$ cat src/logic/bso_pkg.sv
// Shared constants and types for the boundary-scan octal register test port
package bso_pkg;
  localparam int IR_LEN = 8;
  localparam int BSR_LEN = 18;
  localparam int BCR_LEN = 2;
  localparam int DATA_W = 8;
  localparam int SYNC_STAGES = 2;
  localparam logic [7:0] IR_RESET = 8'hff;
  localparam logic [7:0] IR_CAPTURE = 8'h81;
  localparam logic [1:0] BCR_RESET = 2'h2;
  localparam logic [7:0] IR_EXTEST = 8'h00;
  localparam logic [7:0] IR_SAMPLE = 8'h02;
  localparam logic [7:0] IR_BCR_SCAN = 8'h07;
  localparam int BSR_Q_LSB = 10;
  localparam int BSR_D_LSB = 2;
  localparam int BSR_OE_BIT = 1;
  localparam int BSR_CLK_BIT = 0;

  typedef enum logic [3:0] {
    BSO_RESET = 4'h0,
    BSO_IDLE = 4'h1,
    BSO_SEL_DR = 4'h3,
    BSO_CAP_DR = 4'h2,
    BSO_SHIFT_DR = 4'h6,
    BSO_EXIT1_DR = 4'h7,
    BSO_PAUSE_DR = 4'h5,
    BSO_EXIT2_DR = 4'h4,
    BSO_UPD_DR = 4'hc,
    BSO_SEL_IR = 4'hd,
    BSO_CAP_IR = 4'hf,
    BSO_SHIFT_IR = 4'he,
    BSO_EXIT1_IR = 4'ha,
    BSO_PAUSE_IR = 4'hb,
    BSO_EXIT2_IR = 4'h9,
    BSO_UPD_IR = 4'h8
  } bso_state_e;
endpackage : bso_pkg

$ cat src/logic/bso_sync.sv
// Two-flop synchroniser bank for pin inputs
`timescale 1ns/1ps
module bso_sync #(
  parameter int WIDTH = 1
) (
  input wire logic clk_sys_i,
  input wire logic rst_i,
  input wire logic [WIDTH-1:0] d_i,
  output logic [WIDTH-1:0] q_o
);
  logic [WIDTH-1:0] meta;

  // First stage is read only by the second stage
  always_ff @(posedge clk_sys_i) begin
    if (rst_i) begin
      meta <= '0;
      q_o <= '0;
    end else begin
      meta <= d_i;
      q_o <= meta;
    end
  end
endmodule : bso_sync

$ cat src/logic/bso_tap.sv
// Test access port and octal register of the boundary-scan octal register
//
// Function
// - Instructions, test data and test control all travel on four pins: clock, mode, data in, data out; here the double-high level arrives on a fifth input.
// - No test state or test register changes except on a test clock edge; here test reset also changes them without one.
// - Test inputs are sampled on the rising test clock edge and test outputs change on the falling edge.
// - The controller looks only at test clock and mode select to produce all test control; here the double-high level input and rst_i also force its reset state.
// - The mode select level at each rising test clock edge steers the controller state.
// - Serial data in is the only entry for bits shifted into the instruction or selected data register.
// - Serial data out carries the bit leaving the instruction or selected data register while shifting.
// - A double-high level on mode select, seen here as its own input, resets the test logic.
// - The instruction register is eight bits long.
// - There are three data registers: 18-bit boundary scan, 2-bit boundary control, 1-bit bypass.
// - In normal mode each flip-flop loads on a rising normal clock when enable is low, else holds.
// - The controller starts in its reset state and reaches it within five test clocks of mode held high.
// - Test reset sets the instruction register to all ones and the boundary control register to 10.
// - Serial data out turns on at the first falling edge in a shift state, showing the LSB.
`timescale 1ns/1ps
module bso_tap #(
  parameter int WIDTH = bso_pkg::DATA_W
) (
  input wire logic clk_sys_i,
  input wire logic rst_i,
  input wire logic tck_i,
  input wire logic tms_i,
  input wire logic tdi_i,
  input wire logic double_high_level_i,
  input wire logic norm_clk_i,
  input wire logic oe_n_i,
  input wire logic [WIDTH-1:0] parallel_data_inputs_i,
  output logic [WIDTH-1:0] parallel_data_outputs_o,
  output logic parallel_data_outputs_oe_o,
  output logic tdo_o,
  output logic tdo_oe_o
);
  import bso_pkg::*;

  localparam int SYNC_W = WIDTH + 6;

  function automatic bso_state_e tap_next(input bso_state_e cur, input logic mode);
    case (cur)
      BSO_RESET: tap_next = mode ? BSO_RESET : BSO_IDLE;
      BSO_IDLE: tap_next = mode ? BSO_SEL_DR : BSO_IDLE;
      BSO_SEL_DR: tap_next = mode ? BSO_SEL_IR : BSO_CAP_DR;
      BSO_CAP_DR: tap_next = mode ? BSO_EXIT1_DR : BSO_SHIFT_DR;
      BSO_SHIFT_DR: tap_next = mode ? BSO_EXIT1_DR : BSO_SHIFT_DR;
      BSO_EXIT1_DR: tap_next = mode ? BSO_UPD_DR : BSO_PAUSE_DR;
      BSO_PAUSE_DR: tap_next = mode ? BSO_EXIT2_DR : BSO_PAUSE_DR;
      BSO_EXIT2_DR: tap_next = mode ? BSO_UPD_DR : BSO_SHIFT_DR;
      BSO_UPD_DR: tap_next = mode ? BSO_SEL_DR : BSO_IDLE;
      BSO_SEL_IR: tap_next = mode ? BSO_RESET : BSO_CAP_IR;
      BSO_CAP_IR: tap_next = mode ? BSO_EXIT1_IR : BSO_SHIFT_IR;
      BSO_SHIFT_IR: tap_next = mode ? BSO_EXIT1_IR : BSO_SHIFT_IR;
      BSO_EXIT1_IR: tap_next = mode ? BSO_UPD_IR : BSO_PAUSE_IR;
      BSO_PAUSE_IR: tap_next = mode ? BSO_EXIT2_IR : BSO_PAUSE_IR;
      BSO_EXIT2_IR: tap_next = mode ? BSO_UPD_IR : BSO_SHIFT_IR;
      BSO_UPD_IR: tap_next = mode ? BSO_SEL_DR : BSO_IDLE;
      default: tap_next = BSO_RESET;
    endcase
  endfunction : tap_next

  // Pin synchronisation; every pin comes from outside the system clock
  logic [SYNC_W-1:0] sync_q;
  logic tck_s;
  logic tms_s;
  logic tdi_s;
  logic hh_s;
  logic nclk_s;
  logic oe_n_s;
  logic [WIDTH-1:0] din_s;

  bso_sync #(
    .WIDTH(SYNC_W)
  ) u_sync (
    .clk_sys_i(clk_sys_i),
    .rst_i(rst_i),
    .d_i({parallel_data_inputs_i, oe_n_i, norm_clk_i, double_high_level_i, tdi_i, tms_i,
          tck_i}),
    .q_o(sync_q)
  );

  assign tck_s = sync_q[0];
  assign tms_s = sync_q[1];
  assign tdi_s = sync_q[2];
  assign hh_s = sync_q[3];
  assign nclk_s = sync_q[4];
  assign oe_n_s = sync_q[5];
  assign din_s = sync_q[SYNC_W-1:6];

  // Edge detection on the synchronised clocks
  logic tck_d;
  logic nclk_d;
  wire tck_rise = tck_s & ~tck_d;
  wire tck_fall = ~tck_s & tck_d;
  wire nclk_rise = nclk_s & ~nclk_d;

  always_ff @(posedge clk_sys_i) begin
    if (rst_i) begin
      // tck_d matches the flushed synchroniser, so no false tck fall follows reset; nclk_d starts high
      tck_d <= 1'b0;
      nclk_d <= 1'b1;
    end else begin
      tck_d <= tck_s;
      nclk_d <= nclk_s;
    end
  end

  // Controller state
  bso_state_e state;
  bso_state_e next_state;
  wire test_reset = rst_i | hh_s;

  assign next_state = tap_next(state, tms_s);

  always_ff @(posedge clk_sys_i) begin
    if (test_reset) begin
      state <= BSO_RESET;
    end else if (tck_rise) begin
      state <= next_state;
    end
  end

  // Registers: shift stages and shadow (update) stages
  logic [IR_LEN-1:0] ir_shift;
  logic [IR_LEN-1:0] ir;
  logic [BSR_LEN-1:0] bsr_shift;
  logic [BSR_LEN-1:0] bsr_upd;
  logic [BCR_LEN-1:0] bcr_shift;
  logic [BCR_LEN-1:0] bcr;
  logic bypass;

  wire sel_bsr = (ir == IR_EXTEST) | (ir == IR_SAMPLE);
  wire sel_bcr = (ir == IR_BCR_SCAN);
  wire test_mode = (ir == IR_EXTEST);
  wire in_shift = (state == BSO_SHIFT_DR) | (state == BSO_SHIFT_IR);

  // Normal register
  logic [WIDTH-1:0] q_reg;
  wire [BSR_LEN-1:0] bsr_capture = {q_reg, din_s, oe_n_s, nclk_s};

  // Instruction register
  always_ff @(posedge clk_sys_i) begin
    if (test_reset || state == BSO_RESET) begin
      ir_shift <= IR_RESET;
      ir <= IR_RESET;
    end else if (tck_rise && state == BSO_CAP_IR) begin
      ir_shift <= IR_CAPTURE;
    end else if (tck_rise && state == BSO_SHIFT_IR) begin
      ir_shift <= {tdi_s, ir_shift[IR_LEN-1:1]};
    end else if (tck_fall && state == BSO_UPD_IR) begin
      ir <= ir_shift;
    end
  end

  // Data registers; bypass is the default path for any other opcode
  always_ff @(posedge clk_sys_i) begin
    if (test_reset || state == BSO_RESET) begin
      bsr_shift <= '0;
      bsr_upd <= '0;
      bcr_shift <= BCR_RESET;
      bcr <= BCR_RESET;
      bypass <= 1'b0;
    end else if (tck_rise && state == BSO_CAP_DR) begin
      if (sel_bsr) begin
        bsr_shift <= bsr_capture;
      end else if (sel_bcr) begin
        bcr_shift <= bcr;
      end else begin
        bypass <= 1'b0;
      end
    end else if (tck_rise && state == BSO_SHIFT_DR) begin
      if (sel_bsr) begin
        bsr_shift <= {tdi_s, bsr_shift[BSR_LEN-1:1]};
      end else if (sel_bcr) begin
        bcr_shift <= {tdi_s, bcr_shift[BCR_LEN-1:1]};
      end else begin
        bypass <= tdi_s;
      end
    end else if (tck_fall && state == BSO_UPD_DR) begin
      if (sel_bsr) begin
        bsr_upd <= bsr_shift;
      end else if (sel_bcr) begin
        bcr <= bcr_shift;
      end
    end
  end

  // Serial output, changed only on the falling test clock or by test reset
  wire dr_lsb = sel_bsr ? bsr_shift[0] : (sel_bcr ? bcr_shift[0] : bypass);
  wire next_tdo = (state == BSO_SHIFT_IR) ? ir_shift[0] : dr_lsb;

  always_ff @(posedge clk_sys_i) begin
    if (test_reset) begin
      tdo_o <= 1'b0;
      tdo_oe_o <= 1'b0;
    end else if (tck_fall) begin
      tdo_o <= next_tdo;
      tdo_oe_o <= in_shift;
    end
  end

  // Normal flip-flops keep running regardless of the test port
  always_ff @(posedge clk_sys_i) begin
    if (rst_i) begin
      q_reg <= '0;
    end else if (nclk_rise && !oe_n_s) begin
      q_reg <= din_s;
    end
  end

  // Outputs: in the drive-from-scan mode the update stage takes over the pins
  always_ff @(posedge clk_sys_i) begin
    if (rst_i) begin
      parallel_data_outputs_o <= '0;
      parallel_data_outputs_oe_o <= 1'b0;
    end else if (test_mode) begin
      parallel_data_outputs_o <= bsr_upd[BSR_Q_LSB +: WIDTH];
      parallel_data_outputs_oe_o <= ~bsr_upd[BSR_OE_BIT];
    end else begin
      parallel_data_outputs_o <= q_reg;
      parallel_data_outputs_oe_o <= ~oe_n_s;
    end
  end
endmodule : bso_tap
$ cat config.mk
export PLATFORM = sky130hd
export DESIGN_NAME = bso_tap
export DESIGN_NICKNAME = d
export VERILOG_FILES = /design/src/logic/bso_pkg.sv /design/src/logic/bso_sync.sv /design/src/logic/bso_tap.sv
export SDC_FILE = /design/constraint.sdc
export NUM_CORES = 1
export LEC_CHECK = 0
export ABC_AREA = 1
export BUFFER_PORTS_ARGS = -buffer_cell sky130_fd_sc_hd__clkbuf_2
export CORE_ASPECT_RATIO = 0.5
export CORE_UTILIZATION = 48
export DETAILED_ROUTE_END_ITERATION = 6
export HOLD_SLACK_MARGIN = 0.05
export PLACE_DENSITY = 0.66
export SYNTH_ARGS = -nofsm -noshare
export SYNTH_HDL_FRONTEND = slang
export SYNTH_SLANG_ARGS = --single-unit
$ cat constraint.sdc
create_clock -name clk_sys_i -period 1.6 [get_ports clk_sys_i]
set_input_delay 0 -clock clk_sys_i [delete_from_list [all_inputs] [get_ports clk_sys_i]]
set_output_delay 0 -clock clk_sys_i [all_outputs]
set_load 0.05 [all_outputs]
==> summary.txt <==
WP data arrival: 1.68 ns
Area Overhead vs Synth: 20.3%
count of final setup violators: 0
max_cap viols: 0
Power, Total: 4.89 mW
Final Routed Wirelength: 7.82 mm
worst-path fanout max: 18
most common cell after layout, fill and taps aside: dfxtp_1
I/O pins: 27
wire length on met3: 296 um
outcome: finished, final reports clean
critical path required time: 1.82 ns
Worst-Margin Slew: 0.464 ns
Die Span X: 129 um
critical path endpoint: state[3]
CTS root buffer: clkbuf_16
initial antenna violation count: 0
layout cell share with drive strength beyond 1: 15.3%
critical path class: flip-flop to flip-flop
WL met1: 3.99 mm
Pleak: 2.01 nW
Post CTS Setup Buffer Count: 0
maximum vdd drop: 0.821 mV
Critical Path Sink Type: flip-flop
sw frac: 23.0%
Syn Inst Count: 497
Post-route DRC: 0
critical path cell sequence: buf_4, buf_4, nor2_1, nand2_1, nand3_1, o21ai_0, a21oi_1
setup TNS: 0 ns
min cycle time layout: 1.46 ns
start point of the critical path: state[2]
Clk Latency, worst-skew pair: 0.35 ns
share of total power in combinational logic: 4.0%
Hold Vio Cnt, Final: 0
mapped cell area: 0.00388 mm^2
global-route wire length before repair: 13.8 mm
Core Box Area: 0.00757 mm^2
Largest regs: bsr_shift: 18 flops, u_sync.meta: 14 flops, u_sync.q_o: 14 flops
Reg clk slew, reported paths: 0.07 ns
routability cong.: 0.867
sw power: 1.12 mW
Clock H-tree levels: 3
Final Cycle Share: 91.2%
vias in the first global route: 3031
CTS tree: done
power density over the cells: 1050 mW/mm^2
clk_skew: 0.0103 ns
final net count: 566
Largest register FFs: 18
DR WL met2: 3.46 mm
Inserted Clock Buffers: 9
Flop pwr share: 52.8%
Seq/Total Area, Yosys: 52.2%
grt ovf: 0
Syn Area/Cell: 7.80 um^2
total vias in the final route: 3227
drt wl/cell: 11.8 um
HPWL after DPL: 5.38 mm
first-pass detailed-route iteration total: 5
Syn Nets: 513
yosys warns: 0
post-synthesis cell type count: 28
site row count: 22
Seq cells post-synth: 101
DR vias/cell: 4.87
Final ANT Viol Nets: 0
fillers: 702
largest net degree at the start of global routing: 37
CP Launch Type: flip-flop
reg-to-reg slack, setup: 0.14 ns
clock power share: 43.2%
Ant. Diodes: 0
FF-to-FF path depth: 7
HP Class: primary input to flip-flop
most frequent cells in the layout: dfxtp_1 (100), nand2_1 (78), nor2_1 (69), inv_1 (66), o21ai_0 (47)
Total GRT Usage: 21.4%
Cell Int Power: 3.76 mW
highest routed layer: met4
Top reg by flops: bsr_shift
DRT iter0 DRCs: 207
Pins Over Slew Limit: 0
Crit path top cell by count: buf_4
R2R Path End: state[3]
CP peak stage delay: 0.33 ns
Slew HR: 69.0%
maximum clock path buffer count: 2
Clock Sinks: 101
FF-to-FF Start: state[2]
Die Y: 65.5 um
port buffer count: 26
Starting Density: 51.2%
slowest stage cell, crit path: dfxtp_1
DIE AREA: 0.00846 mm^2
Fmax: 0.685 GHz
## metrics by stage
step	cells	cell area, um^2	hold WS [ns]	setup WS (ns)	util, %
6_report	663	4660	0.126	0.141	61.6
5_1_grt	663	4660	0.152	-0.00286	61.6
4_1_cts	663	4650	0.132	0.0474	61.4
3_5_place_dp	633	4220	0.197	0.0699	55.7
3_3_place_gp	633	4220	0.192	0.0725	55.7
2_1_floorplan	497	3880	0.107	0.251	-
## cells by family after synthesis
group	share of synthesized area (%)
DFF	52.2
buffers and inverters	9.91
and+or+nand+nor	20.4
AOI/OAI and AO/OA	17.5
## power by group through the flow
| stage | registers (mW) | clock network (mW) | logic (mW) |
|---|---|---|---|
| CTS | 2.58 | 2.15 | 0.195 |
| global placement | 2.64 | 0 | 0.167 |
| detailed placement | 2.64 | 0 | 0.168 |
| floorplan | 2.65 | 0 | 0.0968 |
| global route | 2.59 | 2.26 | 0.221 |
| finish | 2.58 | 2.11 | 0.194 |
## repair_timing
action	CTS	global route
resized for setup	0	6
setup endpoints to repair	0	36
endpoints found under the hold margin	14	0
hold buffers	14	0
## routing by layer
layer | track usage (%) | vias to the layer above
li1 | - | 1712
met1 | 27.4 | 1455
met2 | 34.9 | 55
met3 | 6.84 | 5
met4 | 6.18 | 0
met5 | 0 | -
## cells in the mapped netlist
cell type  number  share of area, %
clkbuf_1        7              0.68
o31ai_1         1              0.19
o21ai_0        47               6.1
nand3_1        13               1.7
nand2_1        79               7.6
nand2_2         2              0.32
or2_1           1              0.16
inv_1          67               6.5
o221ai_1        6               1.4
inv_2           4              0.39
nor3_1          1              0.13
buf_2           7              0.90
a31oi_1        18               2.9
nor2_8          1              0.52
nand3b_1        1              0.19
clkinv_1        1             0.097
a21oi_1        35               4.5
o211ai_1        4              0.77
nand2_4         2              0.58
or2_2           1              0.16
nand4_1         3              0.48
nor2_1         71               6.9
buf_4           4              0.77
o21ai_1        13               1.7
dfxtp_1       101                52
nand3b_4        1              0.52
nor2_4          4               1.2
buf_6           2              0.58
## worst min path at each step
stage / start / to / slack, ns / cells after the start
finish: rst_i / u_sync.meta[3] / 0.13 / 3
global route: rst_i / u_sync.meta[10] / 0.15 / 3
CTS: rst_i / u_sync.meta[3] / 0.13 / 3
detailed placement: parallel_data_inputs_i[6] / u_sync.meta[12] / 0.20 / 3
global placement: double_high_level_i / u_sync.meta[3] / 0.19 / 3
floorplan: tck_i / u_sync.meta[0] / 0.11 / 2
## critical path: cells and delay by family, from the launching register on
| kind | cells | cell delay, ns |
|---|---|---|
| buffers and inverters | 2 | 0.40 |
| DFF | 1 | 0.33 |
| and+or+nand+nor | 3 | 0.28 |
| AOI/OAI and AO/OA | 2 | 0.32 |
## final cells by class
| cell class | instances | area [um^2] | share of cell area, % |
|---|---|---|---|
| sequential | 101 | 2020 | 43.4 |
| multi-input combinational | 304 | 1480 | 31.7 |
| timing repair buffer | 62 | 460 | 9.88 |
| inverter | 72 | 274 | 5.88 |
| clock buffer | 10 | 239 | 5.13 |
| tap | 108 | 135 | 2.90 |
| clock inverter | 6 | 52.6 | 1.13 |
(Power assumes the default switching activity.)
